File: src/core/scs_map.vh
// register map, field positions, reset values and timing counts of the step block
`ifndef SCS_MAP_VH
`define SCS_MAP_VH

// apb byte offsets
`define SCS_OFS_PAGE        8'h00
`define SCS_OFS_ENABLE      8'h04
`define SCS_OFS_INIT        8'h08
`define SCS_OFS_PIN1_ROUTE  8'h0c
`define SCS_OFS_PIN2_ROUTE  8'h10
`define SCS_OFS_LATCH       8'h14
`define SCS_OFS_STATUS      8'h18
`define SCS_OFS_SOURCE      8'h1c
`define SCS_OFS_COUNT_L     8'h20
`define SCS_OFS_COUNT_H     8'h24
`define SCS_OFS_DEBOUNCE    8'h28
`define SCS_OFS_WIN_L       8'h2c
`define SCS_OFS_WIN_H       8'h30
`define SCS_OFS_CMD         8'h34
`define SCS_OFS_MIRROR      8'h38
`define SCS_OFS_MD1         8'h3c
`define SCS_OFS_MD2         8'h40
`define SCS_OFS_TIMER       8'h44
`define SCS_OFS_ACCEL       8'h48

// page access code
`define SCS_PAGE_EMB        8'h80

// field positions
`define SCS_B_STEP_EN       3
`define SCS_B_SIGMOT_EN     5
`define SCS_B_STEP_RT       3
`define SCS_B_SIGMOT_RT     5
`define SCS_B_LATCH         7
`define SCS_B_IS_STEP       3
`define SCS_B_SIGMOTION_EVENT_BIT     5
`define SCS_B_CLEAR         7
`define SCS_B_DETECTED      5
`define SCS_B_WIN_FLAG      4
`define SCS_B_OVERFLOW      3
`define SCS_B_INC_FLAG      2
`define SCS_B_CARRY_EN      4
`define SCS_B_EMB_RT        1
`define SCS_B_TS_EN         5

// reset values and the significant motion step threshold
`define SCS_RST_DEBOUNCE    8'h0a
`define SCS_SIGMOT_STEPS    8'h0a

// timing: 26 hz sample, 6.4 ms window tick, 1.2 s idle
`define SCS_CLK_HZ          200000000
`define SCS_SAMPLE_HZ       26
`define SCS_TICK_US         6400
`define SCS_IDLE_MS         1200
`define SCS_SAMPLE_CYC      (`SCS_CLK_HZ / `SCS_SAMPLE_HZ)
`define SCS_TICK_CYC        (`SCS_CLK_HZ / 1000000 * `SCS_TICK_US)
`define SCS_IDLE_SAMPLES    ((`SCS_IDLE_MS * `SCS_SAMPLE_HZ + 999) / 1000)

`endif

File: src/core/scs_div.v
// enable pulse divider for the sample rate and the window tick
`timescale 1ns/10ps
module scs_div #(
	parameter integer DIV = 4
) (
	input  wire pclk,
	input  wire presetn,
	input  wire run,
	output reg  pulse
);
	reg [31:0] cnt_r;

	// free count, one pulse each DIV cycles while running
	always @(posedge pclk or negedge presetn) begin
		if (!presetn) begin
			cnt_r <= 32'h0;
			pulse <= 1'b0;
		end else if (!run) begin
			cnt_r <= 32'h0;
			pulse <= 1'b0;
		end else if (cnt_r == DIV - 1) begin
			cnt_r <= 32'h0;
			pulse <= 1'b1;
		end else begin
			cnt_r <= cnt_r + 32'h1;
			pulse <= 1'b0;
		end
	end
endmodule // scs_div

File: src/core/scs_step.v
// step counter and significant motion logic with apb register port
//
// Contract
// step logic runs on accel samples at 26 hz; host sets rate >= 26 hz
// step functions run only when enabled; init bit resets detection state
// step count is a 16-bit value read as low and high bytes
// count survives disable and init; clear bit 7 clears it, self-returns
// debounce steps needed before first increment; no event before then
// after 1.2 s without steps the debounce restarts
// step detected bit 5 set for each debounced step
// window flag bit 4 set at period end if a step was counted
// host enables timer; window flag held 0 while period is zero
// overflow bit 3 rises when count reaches 2^16
// increment bit 2 set on count increase, held 0 with window period
// step event follows overflow, window flag or increment flag by config
// events reach a pin only with function and global route bits set
// default events are pulses of one 26 hz sample period; a step event from the overflow source stays high until the count is cleared
// latched mode holds event until host reads its status bit
// step event readable in embedded status and main page mirror
// significant motion fires after more than 10 steps, then resets
// significant motion runs when enabled; its init bit reinitialises it
// significant motion enable also runs the step algorithm
// host writes 80h to page register for embedded access, 00h after
// host sequence for latched significant motion on pin one
// counter wraps to zero past maximum, overflow flag records it
//
// Chosen here: the register offsets and the APB slave port.
`timescale 1ns/10ps
`include "scs_map.vh"
module scs_step #(
	parameter integer SAMPLE_CYC  = `SCS_SAMPLE_CYC,
	parameter integer TICK_CYC    = `SCS_TICK_CYC,
	parameter integer IDLE_SAMPLES = `SCS_IDLE_SAMPLES
) (
	input  wire        pclk,
	input  wire        presetn,
	input  wire        psel,
	input  wire        penable,
	input  wire        pwrite,
	input  wire [7:0]  paddr,
	input  wire [31:0] pwdata,
	output wire        pready,
	output wire        pslverr,
	output reg  [31:0] prdata,
	input  wire        step_raw,
	output wire        irq_pin_one,
	output wire        irq_pin_two
);
	////////////////////////////////////////////////////////////////////////////
	// registers
	reg  [7:0]  page_access_reg_r;
	reg  [7:0]  embedded_enable_reg_r;
	reg  [7:0]  embedded_pin_one_route_reg_r;
	reg  [7:0]  embedded_pin_two_route_reg_r;
	reg         embedded_latch_enable_r;
	reg  [7:0]  debounce_config_reg_r;
	reg  [15:0] window_period_r;
	reg         carry_count_en_r;
	reg  [7:0]  pin_one_routing_reg_r;
	reg  [7:0]  pin_two_routing_reg_r;
	reg  [7:0]  timer_control_reg_r;
	reg  [7:0]  accel_control_reg_r;
	reg  [15:0] step_count_r;
	reg         overflow_r;
	reg         detected_r;
	reg         inc_flag_r;
	reg         window_step_flag_r;
	reg         win_seen_r;
	reg  [15:0] win_ticks_r;
	reg  [7:0]  deb_left_r;
	reg  [7:0]  idle_cnt_r;
	reg  [4:0]  sigmot_cnt_r;
	reg         step_ev_r;
	reg         sigmot_ev_r;
	reg         step_sync1_r;
	reg         step_sync2_r;
	reg         step_pend_r;
	reg         step_sync3_r;
	reg         step_src_d_r;

	wire        wr_en  = psel & penable & pwrite;
	wire        rd_en  = psel & penable & ~pwrite;
	wire        emb    = (page_access_reg_r == `SCS_PAGE_EMB);
	wire        step_en   = embedded_enable_reg_r[`SCS_B_STEP_EN];
	wire        sigmot_en = embedded_enable_reg_r[`SCS_B_SIGMOT_EN];
	wire        algo_run  = step_en | sigmot_en;
	wire        win_on    = (window_period_r != 16'h0);
	wire        sample_en;
	wire        tick_en;

	// apb answers in the access cycle with no wait state
	assign pready  = 1'b1;
	assign pslverr = 1'b0;

	// bus write/read helpers
	function hit;
		input [7:0] a;
		input [7:0] ofs;
		begin
			hit = (a == ofs);
		end
	endfunction

	////////////////////////////////////////////////////////////////////////////
	// sample and window tick dividers
	scs_div #(.DIV(SAMPLE_CYC)) u_sample (
		.pclk    (pclk),
		.presetn (presetn),
		.run     (algo_run),
		.pulse   (sample_en)
	);

	scs_div #(.DIV(TICK_CYC)) u_tick (
		.pclk    (pclk),
		.presetn (presetn),
		.run     (win_on & timer_control_reg_r[`SCS_B_TS_EN]),
		.pulse   (tick_en)
	);

	////////////////////////////////////////////////////////////////////////////
	// step input from the recogniser pin: two-stage sync, then one step per rising
	// edge, held until the next sample; a long pulse must not count twice
	wire step_rise = step_sync2_r & ~step_sync3_r;

	always @(posedge pclk or negedge presetn) begin
		if (!presetn) begin
			step_sync1_r <= 1'b0;
			step_sync2_r <= 1'b0;
			step_sync3_r <= 1'b0;
			step_pend_r  <= 1'b0;
		end else begin
			step_sync1_r <= step_raw;
			step_sync2_r <= step_sync1_r;
			step_sync3_r <= step_sync2_r;
			// steps seen while stopped are dropped, not replayed on enable
			if (!algo_run)
				step_pend_r <= 1'b0;
			else if (sample_en)
				step_pend_r <= step_rise;
			else if (step_rise)
				step_pend_r <= 1'b1;
		end
	end

	wire init_step = wr_en & emb & hit(paddr, `SCS_OFS_INIT) & pwdata[`SCS_B_STEP_EN];
	wire init_sig  = wr_en & emb & hit(paddr, `SCS_OFS_INIT) & pwdata[`SCS_B_SIGMOT_EN];
	wire clr_cnt   = wr_en & emb & hit(paddr, `SCS_OFS_SOURCE) & pwdata[`SCS_B_CLEAR];
	wire step_now  = sample_en & step_pend_r & algo_run;
	wire counted   = step_now & (deb_left_r <= 8'h1); // the step ending debounce counts too
	wire [16:0] cnt_sum = {1'b0, step_count_r} + 17'h1;

	////////////////////////////////////////////////////////////////////////////
	// debounce, idle timer and step counter
	always @(posedge pclk or negedge presetn) begin
		if (!presetn) begin
			deb_left_r   <= `SCS_RST_DEBOUNCE;
			idle_cnt_r   <= 8'h0;
			step_count_r <= 16'h0;
			overflow_r   <= 1'b0;
			detected_r   <= 1'b0;
			inc_flag_r   <= 1'b0;
		end else begin
			if (sample_en) begin
				detected_r <= 1'b0;
				inc_flag_r <= 1'b0;
			end
			if (init_step) begin
				deb_left_r <= debounce_config_reg_r;
				idle_cnt_r <= 8'h0;
			end else if (step_now) begin
				idle_cnt_r <= 8'h0;
				if (deb_left_r > 8'h1)
					deb_left_r <= deb_left_r - 8'h1;
				else
					deb_left_r <= 8'h0;
			end else if (sample_en) begin
				if (idle_cnt_r >= IDLE_SAMPLES - 1) begin
					deb_left_r <= debounce_config_reg_r;
					idle_cnt_r <= 8'h0;
				end else begin
					idle_cnt_r <= idle_cnt_r + 8'h1;
				end
			end
			// count on the step that completes debounce as well
			if (clr_cnt) begin
				step_count_r <= 16'h0;
				overflow_r   <= 1'b0;
			end else if (counted) begin
				step_count_r <= cnt_sum[15:0];
				if (cnt_sum[16])
					overflow_r <= 1'b1;
				detected_r <= 1'b1;
				inc_flag_r <= ~win_on;
			end
		end
	end

	////////////////////////////////////////////////////////////////////////////
	// window period flag
	always @(posedge pclk or negedge presetn) begin
		if (!presetn) begin
			win_ticks_r        <= 16'h0;
			win_seen_r         <= 1'b0;
			window_step_flag_r <= 1'b0;
		end else if (!win_on) begin
			win_ticks_r        <= 16'h0;
			win_seen_r         <= 1'b0;
			window_step_flag_r <= 1'b0;
		end else begin
			if (sample_en)
				window_step_flag_r <= 1'b0;
			if (tick_en & (win_ticks_r >= window_period_r - 16'h1)) begin
				win_ticks_r        <= 16'h0;
				window_step_flag_r <= win_seen_r | counted;
				win_seen_r         <= 1'b0;
			end else begin
				if (tick_en)
					win_ticks_r <= win_ticks_r + 16'h1;
				if (counted)
					win_seen_r <= 1'b1;
			end
		end
	end

	// step event source selection
	wire step_src = carry_count_en_r ? overflow_r :
	                win_on ? window_step_flag_r : inc_flag_r;
	wire step_fire = step_src & ~step_src_d_r;
	wire sig_hit   = sigmot_en & counted & (sigmot_cnt_r >= `SCS_SIGMOT_STEPS);
	wire rd_status = rd_en & ((emb & hit(paddr, `SCS_OFS_STATUS)) | hit(paddr, `SCS_OFS_MIRROR));

	////////////////////////////////////////////////////////////////////////////
	// significant motion counter and event bits (pulse or latch)
	always @(posedge pclk or negedge presetn) begin
		if (!presetn) begin
			sigmot_cnt_r <= 5'h0;
			sigmot_ev_r  <= 1'b0;
			step_ev_r    <= 1'b0;
			step_src_d_r <= 1'b0;
		end else begin
			if (init_sig | ~sigmot_en | sig_hit)
				sigmot_cnt_r <= 5'h0;
			else if (counted)
				sigmot_cnt_r <= sigmot_cnt_r + 5'h1;
			// set wins over the read clear
			if (sig_hit)
				sigmot_ev_r <= 1'b1;
			else if (embedded_latch_enable_r ? rd_status : sample_en)
				sigmot_ev_r <= 1'b0;
			step_src_d_r <= step_src;
			// latch on the source's rising edge so a read inside the sample
			// period does not re-arm the pin at once
			if (embedded_latch_enable_r) begin
				if (step_fire)
					step_ev_r <= 1'b1;
				else if (rd_status)
					step_ev_r <= 1'b0;
			end else begin
				step_ev_r <= step_src;
			end
		end
	end

	// pin routing needs both function and global route bits
	assign irq_pin_one = pin_one_routing_reg_r[`SCS_B_EMB_RT] &
		((step_ev_r & embedded_pin_one_route_reg_r[`SCS_B_STEP_RT]) |
		 (sigmot_ev_r & embedded_pin_one_route_reg_r[`SCS_B_SIGMOT_RT]));
	assign irq_pin_two = pin_two_routing_reg_r[`SCS_B_EMB_RT] &
		((step_ev_r & embedded_pin_two_route_reg_r[`SCS_B_STEP_RT]) |
		 (sigmot_ev_r & embedded_pin_two_route_reg_r[`SCS_B_SIGMOT_RT]));

	////////////////////////////////////////////////////////////////////////////
	// apb register writes; embedded page only when page code is set
	always @(posedge pclk or negedge presetn) begin
		if (!presetn) begin
			page_access_reg_r            <= 8'h0;
			embedded_enable_reg_r        <= 8'h0;
			embedded_pin_one_route_reg_r <= 8'h0;
			embedded_pin_two_route_reg_r <= 8'h0;
			embedded_latch_enable_r      <= 1'b0;
			debounce_config_reg_r        <= `SCS_RST_DEBOUNCE;
			window_period_r              <= 16'h0;
			carry_count_en_r             <= 1'b0;
			pin_one_routing_reg_r        <= 8'h0;
			pin_two_routing_reg_r        <= 8'h0;
			timer_control_reg_r          <= 8'h0;
			accel_control_reg_r          <= 8'h0;
		end else if (wr_en) begin
			if (hit(paddr, `SCS_OFS_PAGE))
				page_access_reg_r <= pwdata[7:0];
			if (hit(paddr, `SCS_OFS_MD1))
				pin_one_routing_reg_r <= pwdata[7:0];
			if (hit(paddr, `SCS_OFS_MD2))
				pin_two_routing_reg_r <= pwdata[7:0];
			if (hit(paddr, `SCS_OFS_TIMER))
				timer_control_reg_r <= pwdata[7:0];
			if (hit(paddr, `SCS_OFS_ACCEL))
				accel_control_reg_r <= pwdata[7:0];
			if (emb) begin
				if (hit(paddr, `SCS_OFS_ENABLE))
					embedded_enable_reg_r <= pwdata[7:0];
				if (hit(paddr, `SCS_OFS_PIN1_ROUTE))
					embedded_pin_one_route_reg_r <= pwdata[7:0];
				if (hit(paddr, `SCS_OFS_PIN2_ROUTE))
					embedded_pin_two_route_reg_r <= pwdata[7:0];
				if (hit(paddr, `SCS_OFS_LATCH))
					embedded_latch_enable_r <= pwdata[`SCS_B_LATCH];
				if (hit(paddr, `SCS_OFS_DEBOUNCE))
					debounce_config_reg_r <= pwdata[7:0];
				if (hit(paddr, `SCS_OFS_WIN_L))
					window_period_r[7:0] <= pwdata[7:0];
				if (hit(paddr, `SCS_OFS_WIN_H))
					window_period_r[15:8] <= pwdata[7:0];
				if (hit(paddr, `SCS_OFS_CMD))
					carry_count_en_r <= pwdata[`SCS_B_CARRY_EN];
			end
		end
	end

	////////////////////////////////////////////////////////////////////////////
	// read mux; clear bit always reads 0 since clearing is done in one cycle
	wire [7:0] src_byte = {1'b0, 1'b0, detected_r, window_step_flag_r,
	                       overflow_r, inc_flag_r, 2'b00};
	wire [7:0] stat_byte = {2'b00, sigmot_ev_r, 1'b0, step_ev_r, 3'b000};

	always @(posedge pclk or negedge presetn) begin
		if (!presetn) begin
			prdata <= 32'h0;
		end else if (psel & ~penable & ~pwrite) begin
			prdata <= 32'h0;
			case (paddr)
			`SCS_OFS_PAGE:   prdata[7:0] <= page_access_reg_r;
			`SCS_OFS_MD1:    prdata[7:0] <= pin_one_routing_reg_r;
			`SCS_OFS_MD2:    prdata[7:0] <= pin_two_routing_reg_r;
			`SCS_OFS_TIMER:  prdata[7:0] <= timer_control_reg_r;
			`SCS_OFS_ACCEL:  prdata[7:0] <= accel_control_reg_r;
			`SCS_OFS_MIRROR: prdata[7:0] <= stat_byte;
			default: begin
				if (emb) begin
					case (paddr)
					`SCS_OFS_ENABLE:     prdata[7:0] <= embedded_enable_reg_r;
					`SCS_OFS_PIN1_ROUTE: prdata[7:0] <= embedded_pin_one_route_reg_r;
					`SCS_OFS_PIN2_ROUTE: prdata[7:0] <= embedded_pin_two_route_reg_r;
					`SCS_OFS_LATCH:      prdata[7:0] <= {embedded_latch_enable_r, 7'h0};
					`SCS_OFS_STATUS:     prdata[7:0] <= stat_byte;
					`SCS_OFS_SOURCE:     prdata[7:0] <= src_byte;
					`SCS_OFS_COUNT_L:    prdata[7:0] <= step_count_r[7:0];
					`SCS_OFS_COUNT_H:    prdata[7:0] <= step_count_r[15:8];
					`SCS_OFS_DEBOUNCE:   prdata[7:0] <= debounce_config_reg_r;
					`SCS_OFS_WIN_L:      prdata[7:0] <= window_period_r[7:0];
					`SCS_OFS_WIN_H:      prdata[7:0] <= window_period_r[15:8];
					`SCS_OFS_CMD:        prdata[7:0] <= {3'b000, carry_count_en_r, 4'h0};
					default:             prdata[7:0] <= 8'h00;
					endcase
				end
			end
			endcase
		end
	end
endmodule // scs_step

File: config.mk
export PLATFORM = sky130hd
export DESIGN_NAME = scs_step
export DESIGN_NICKNAME = d
export VERILOG_FILES = /design/src/core/scs_div.v /design/src/core/scs_step.v
export VERILOG_INCLUDE_DIRS = /design/src /design/src/core
export SDC_FILE = /design/constraint.sdc
export NUM_CORES = 1
export LEC_CHECK = 0
export BUFFER_PORTS_ARGS = -buffer_cell sky130_fd_sc_hd__buf_2
export CORE_ASPECT_RATIO = 1.5
export CORE_MARGIN = 3
export CORE_UTILIZATION = 30
export DETAILED_ROUTE_END_ITERATION = 10
export PLACE_DENSITY = 0.49
export SYNTH_ARGS = -nofsm -noshare
export SYNTH_HDL_FRONTEND = slang
export SYNTH_SLANG_ARGS = --single-unit
File: constraint.sdc
create_clock -name pclk -period 7.7 [get_ports pclk]
set_clock_uncertainty 0.1 [all_clocks]
set_input_delay 0.77 -clock pclk [delete_from_list [all_inputs] [get_ports pclk]]
set_output_delay 0.77 -clock pclk [all_outputs]
set_load 0.02 [all_outputs]
==> flow_summary.toml, run 1 <==
[detailed_routing]
wl_per_cell_microns = 18.9
drc = 0
vias_per_cell = 5.17
num_vias = 9068
drtIter0Drc = 454
routed_wl_microns = 33100
ant_nets = 0
first_pass_iters = 5

[synthesis]
yosysWarnings = 0
syn-instance-count = 1209
yosys.area.top_type_share_pct = 46.0
synthMuxAreaShare_pct = 9.97
synth_xor_area_share_pct = 7.02
synth_compound_area_share_pct = 8.86
ys_seq_area_share_pct = 46.9
yosysTopAreaCell = "dfrtp_1"
synth_top_family_by_area = "simple AND/OR/NAND/NOR gates"
ys_top_cells_by_area = "dfrtp_1, mux2_2, nor2_1"
synth_edf_count = 0
async_reset_ff_share_pct = 100
avgSynthCellArea_sq_um = 10.1
ys.flop_type = "dfrtp_1"
synthSimpleGateAreaFrac_pct = 20.5
synth_cell_type_count = 72
synth_fa_ha_area_share_pct = 2.86
syn-cell-area_sq_mm = 0.0122
ys_seq_elements = 229

[placed_design]
gp_congestion = 0.867
dpl.hpwl_microns = 23100
io_buffer_count = 31
dp.cells = 1705
dpl_cell_area_sq_mm = 0.0128

[setup_path]
cp.required_ns = 8.08
worst-r2r-cell-count = 12
cp-startpoint = "window_period_r[3]"
worstReg2RegEnd = "win_ticks_r[5]"
worstSetupPathType = "flip-flop to flip-flop"
cp.arrival_ns = 4.61
crit_fanout = 12
r2r_slack_ns = 3.46
reg2reg_from = "window_period_r[3]"
crit_path_end_kind = "flip-flop"
crit_path_start_kind = "flip-flop"
endpoint = "win_ticks_r[5]"

[power]
intPower_uw = 2020
power_density_mw_per_mm2 = 193
vdd_drop_max_v = 0.000145
clkPwrFrac_pct = 47.8
power.total_uw = 2650
power_switching_share_pct = 23.8
p_leak_uw = 0.00583
p_sw_uw = 630
p_comb_share_pct = 5.3
seq_power_share_pct = 46.9

[clock_network]
numCtsBuffers = 26
ctsResizeCount = 0
cts_root_buf = "clkbuf_16"
cts_sinks = 229
cts_tree = "done"
ctsHoldBuffers = 0
clk_latency_ns = 0.54
clk_pin_slew_ns = 0.06
cts_buffer_depth = 3
post-cts-setup-buffer-count = 0
ctsHtreeMaxLevel = 1

[timing]
post-route-min-period_ns = 4.24
fin_tns_setup_ns = 0
finalCritPeriodShare_pct = 55.0
relSlewSlack_pct = 22.3
rsz0062_at_grt = "false"
finalSetupViolations = 0
fmax_mhz = 236
hold_violations = 0
maxSlewViolCount = 0
worstMarginPinSlew_ns = 1.16
hold_ws_ns = 0.168

[final_layout]
fin_nets = 1301
drive_above_1_share_pct = 17.2
fillers = 4025
n_antenna_cell = 0
area_growth_pct = 12.0
design_area_sq_mm = 0.0137
instances_no_fill = 1753

[global_routing]
grt_pass1_wl_microns = 52900
grt_pass1_vias = 9443
grt-ovfl-total = 0
grt_max_degree = 98
antenna_found_initial = 0
grt_use_total_pct = 15.4

[floorplan]
core_sq_mm = 0.0402
io_pins = 82
start_util_pct = 30.4
rows = 90
die_x_microns = 171
dieHeight_microns = 253
die_area_sq_mm = 0.0433

[hold_path]
hp-class = "primary input to async pin"

[outcome]
outcome = "completed"

[run]
maxCapViolCount = 0
cells in the final DEF, fill, tap and decap left out, drive strengths merged, types with 25 or more instances in the layout:
cell    instances
dfrtp         225
nor2          163
mux2          102
nand2          96
xnor2          52
xor2           46
nand3          43
buf            41
clkbuf         40
o21ai          34
nor3           32
a21oi          29
nand4          29
ha             28
a22oi          27
conb           26
nor4           25
flip-flops by register name, indices dropped and copies added (netlist names), 5 cells and up:
signal,count
u_sample.cnt_r,32
u_tick.cnt_r,32
step_count_r,16
win_ticks_r,16
window_period_r,16
accel_control_reg_r,8
deb_left_r,8
debounce_config_reg_r,8
embedded_enable_reg_r,8
embedded_pin_one_route_reg_r,8
embedded_pin_two_route_reg_r,8
idle_cnt_r,8
page_access_reg_r,8
pin_one_routing_reg_r,8
pin_two_routing_reg_r,8
prdata,8
timer_control_reg_r,8
sigmot_cnt_r,5
stage by stage:
step / setup WS, ns / util (%)
floorplan: 3.96 / -
global placement: 3.49 / 31.9
detailed placement: 3.47 / 31.9
CTS: 3.46 / 34.1
global route: 3.18 / 34.1
finish: 3.46 / 34.1
cell type report:
class                   count  area, sq um  share of cell area, %
multi-input cells         907         6130                   44.8
flip-flops and latches    229         5740                   41.9
clock buffers              40          774                   5.66
well taps                 506          633                   4.62
repair buffers             41          240                   1.75
clock inverters             8         96.3                  0.704
inverters                  22         82.6                  0.603
synthesized netlist by cell type (28+ instances only):
cell      number
ha_1          28
a21oi_1       29
xor2_1        46
mux2_2       101
nand4_1       28
nand3_1       43
nor2_1       161
nand2_1       95
dfrtp_1      225
o21ai_0       33
xnor2_1       52
clkbuf_1      36
power groups by stage:
stage          clock (uW)  combinational, uW  sequential (uW)
6_report             1270                139             1240
5_1_grt              1350                155             1250
4_1_cts              1310                142             1240
3_5_place_dp            0                141             1260
3_3_place_gp            0                141             1260
2_1_floorplan           0               77.6             1270
per-layer routing:
| layer | vias up | track usage (%) | wire length (microns) |
|---|---|---|---|
| met1 | 4459 | 17.8 | 13200 |
| met4 | 0 | 6.86 | 1630 |
| met5 | - | 0 | 0 |
| met2 | 231 | 28.2 | 17100 |
| met3 | 91 | 1.73 | 1200 |
| li1 | 4287 | - | - |
cells by family after synthesis:
| kind of cell | after synthesis |
|---|---|
| simple gates | 488 |
| other cells | 2 |
| buf+inv | 97 |
| fa+ha+maj | 28 |
| compound gates | 158 |
| xor+xnor | 98 |
| mux | 109 |
| flops | 229 |
worst max-delay path, stage by stage (launching register included):
cell and delay (ns):
dfrtp_1 0.49, or4_4 0.55, or2_2 0.35, nor4_1 0.24, xnor2_1 0.17, ha_1 0.26
and3_1 0.19, a221o_1 0.34, a221oi_1 0.22, a21boi_1 0.63, o21ai_0 0.25, buf_4 0.24
nor2_1 0.11
how the worst min path moves through the flow:
| stage | to | slack (ns) |
|---|---|---|
| after detailed placement | step_sync3_r | 0.28 |
| after global routing | accel_control_reg_r[4] | 0.22 |
| after floorplan | step_sync2_r | 0.23 |
| after global placement | step_sync3_r | 0.27 |
| after CTS | accel_control_reg_r[4] | 0.18 |
| final | accel_control_reg_r[4] | 0.17 |
No activity file was read; power rests on OpenSTA's default activity.
==> run 2: changes to the inputs <==
--- a/config.mk
+++ b/config.mk
@@ -6,6 +6,7 @@
 export SDC_FILE = /design/constraint.sdc
 export NUM_CORES = 1
 export LEC_CHECK = 0
+export ABC_AREA = 1
 export BUFFER_PORTS_ARGS = -buffer_cell sky130_fd_sc_hd__buf_2
 export CORE_ASPECT_RATIO = 1.5
 export CORE_MARGIN = 3
==> constraint.sdc (replaced) <==
create_clock -name pclk -period 4.23 [get_ports pclk]
set_clock_uncertainty 0.1 [all_clocks]
set_input_delay 0.423 -clock pclk [delete_from_list [all_inputs] [get_ports pclk]]
set_output_delay 0.423 -clock pclk [all_outputs]
set_load 0.02 [all_outputs]
==> run 2 against run 1 <==
Net effect:
- combinational power up 36%
- largest power group unchanged
- design area up 11%
- non-clock buffer count down 4
==> flow_summary.toml, run 2 <==
[power]
power.total_uw = 5370
vdd_drop_max_v = 0.000218
power_density_mw_per_mm2 = 354
p_leak_uw = 0.00688

[detailed_routing]
vias_per_cell = 4.76
num_vias = 11612
first_pass_iters = 5
drc = 0
ant_nets = 0
wl_per_cell_microns = 16.0
drtIter0Drc = 644
routed_wl_microns = 39100

[synthesis]
ys.flop_type = "dfrtp_1"
synth_top_family_by_area = "simple AND/OR/NAND/NOR gates"
synth_xor_area_share_pct = 4.59
syn-instance-count = 1813
synth_compound_area_share_pct = 6.43
ys_seq_area_share_pct = 42.9
ys_top_cells_by_area = "dfrtp_1, nand2_1, nor2_1"
ys_seq_elements = 229
synth_most_common_cell = "nand2_1"
synth_cell_type_count = 45
syn-cell-area_sq_mm = 0.0134
avgSynthCellArea_sq_um = 7.37
yosysTopAreaCell = "dfrtp_1"
synthTopCellsByCount = "nand2_1, nor2_1, dfrtp_1"
synthMuxAreaShare_pct = 0
async_reset_ff_share_pct = 100
yosysWarnings = 0
synth_fa_ha_area_share_pct = 2.62
synthSimpleGateAreaFrac_pct = 35.8
synth_edf_count = 0
yosys.area.top_type_share_pct = 42.1

[global_routing]
grt_pass1_vias = 11694
grt_max_degree = 109
grt-ovfl-total = 0
grt_pass1_wl_microns = 62900
grt_use_total_pct = 16.7
antenna_found_initial = 0

[floorplan]
die_area_sq_mm = 0.0472
dieHeight_microns = 265
rows = 94
die_x_microns = 178
start_util_pct = 30.4
core_sq_mm = 0.0440
io_pins = 82

[clock_network]
ctsHoldBuffers = 2
cts_buffer_depth = 3
clk_pin_slew_ns = 0.07
numCtsBuffers = 28
cts_tree = "done"
clk_latency_ns = 0.57
ctsResizeCount = 0
ctsHtreeMaxLevel = 1
cts_sinks = 229
post-cts-setup-buffer-count = 0
cts_root_buf = "clkbuf_16"

[setup_path]
cp.arrival_ns = 3.62
r2r_slack_ns = 1.0
crit_path_start_kind = "flip-flop"
crit_path_top_delay_cell = "dfrtp_1"
reg2reg_from = "window_period_r[2]"
max_stage_delay_ns = 0.44
crit_fanout = 13
worstReg2RegEnd = "win_ticks_r[13]"
crit_path_end_kind = "flip-flop"
worstSetupPathType = "flip-flop to flip-flop"
path_cells = "nor2_1, nand2_1, nor2_1, nand2_1, nor3_1, nand4_1, xor2_1, ha_1, nand2_1, o21bai_1, nand2_1, a21oi_1, nand2_1, nand2_1, nand2_1, nor2_1"
cp_common_cell = "nand2_1"
cp.required_ns = 4.62
worst-r2r-cell-count = 16

[run]
maxCapViolCount = 0

[final_layout]
drive_above_1_share_pct = 8.79
n_antenna_cell = 0
fillers = 4809
area_growth_pct = 13.5
fin_nets = 1918
layout_common_cells = "nand2_1, nor2_1, dfrtp_1"
reg.largest.list = "u_sample.cnt_r x32, u_tick.cnt_r x32"
mostFrequentLayoutCell = "nand2_1"

[placed_design]
dpl.hpwl_microns = 29200
io_buffer_count = 31
pre_cts_ws_ns = 0.973
gp_congestion = 0.908

[timing]
fin_tns_setup_ns = 0
worstMarginPinSlew_ns = 0.914
rsz0062_at_grt = "false"
post-route-min-period_ns = 3.23
fin_ws_ns = 0.998
maxSlewViolCount = 0
relSlewSlack_pct = 39.1
finalCritPeriodShare_pct = 76.4
hold_ws_ns = 0.0441
fmax_mhz = 309
finalSetupViolations = 0
hold_violations = 0

[outcome]
outcome = "completed"

[hold_path]
worstHoldStart = "pwdata[4]"
hp-class = "primary input to flip-flop"
min_path_cells = 3
min_to = "carry_count_en_r"
[run 2: cell types whose count changed after synthesis, sizes merged, moves of 23 or more]
cell	previous run	this run
clkbuf	36	13
mux2	102	0
inv	22	164
nor2	163	295
nand3	43	161
a22oi	27	0
xnor2	52	19
and3	23	0
o21ai	34	118
nand2	96	523
nor3	32	68
[run 2: power breakdown]
group	switching (uW)	total [uW]	internal (uW)	leakage (uW)
registers	11.3	2220	2210	0.00307
logic	154	189	34.6	0.00326
clock network	1020	2970	1940	0.000554
total	1190	5370	4190	0.00688
[run 2: worst max path at each step]
stage	from	endpoint	slack, ns
after floorplan	window_period_r[2]	win_ticks_r[14]	1.61
after global placement	window_period_r[2]	win_ticks_r[15]	1.01
after detailed placement	window_period_r[0]	win_ticks_r[9]	0.97
after CTS	window_period_r[0]	win_ticks_r[13]	0.94
after global routing	window_period_r[2]	win_ticks_r[13]	0.67
final	window_period_r[2]	win_ticks_r[13]	1.0
[run 2: cell families after synthesis]
group                      after synthesis
and+or+nand+nor                       1095
DFF                                    229
buffers and inverters                  226
AOI/OAI and AO/OA                      163
xor gates and xnor gates                70
adders and majority gates               28
other                                    2
[run 2: critical path, delay by kind of cell (launching register included)]
kind / cells / cell delay (ns)
flops: 1 / 0.44
fa+ha+maj: 1 / 0.29
simple gates: 12 / 1.79
compound gates: 2 / 0.33
xor+xnor: 1 / 0.17
[run 2: cell type report]
type	instances	area, sq um	area share (%)
multi-input cells	1382	6710	44.2
flip-flops and latches	229	5740	37.8
clock buffers	35	798	5.26
well taps	576	721	4.75
inverters	166	628	4.14
clock inverters	17	349	2.30
repair buffers	37	228	1.50
[run 2: metal layers]
metal | GRT usage (%) | vias up | wire length [microns]
li1 | - | 5817 | -
met1 | 19.3 | 5497 | 15500
met2 | 30.8 | 212 | 20500
met3 | 1.75 | 86 | 1140
met4 | 7.53 | 0 | 1890
met5 | 0 | - | 0
[run 2: per-stage QoR]
stage	instances	instance area (sq um)	utilization [%]
2_1_floorplan	1837	13500	-
5_1_grt	2442	15200	34.5
3_3_place_gp	2388	14000	31.8
4_1_cts	2442	15200	34.5
6_report	2442	15200	34.5
3_5_place_dp	2388	14000	31.8
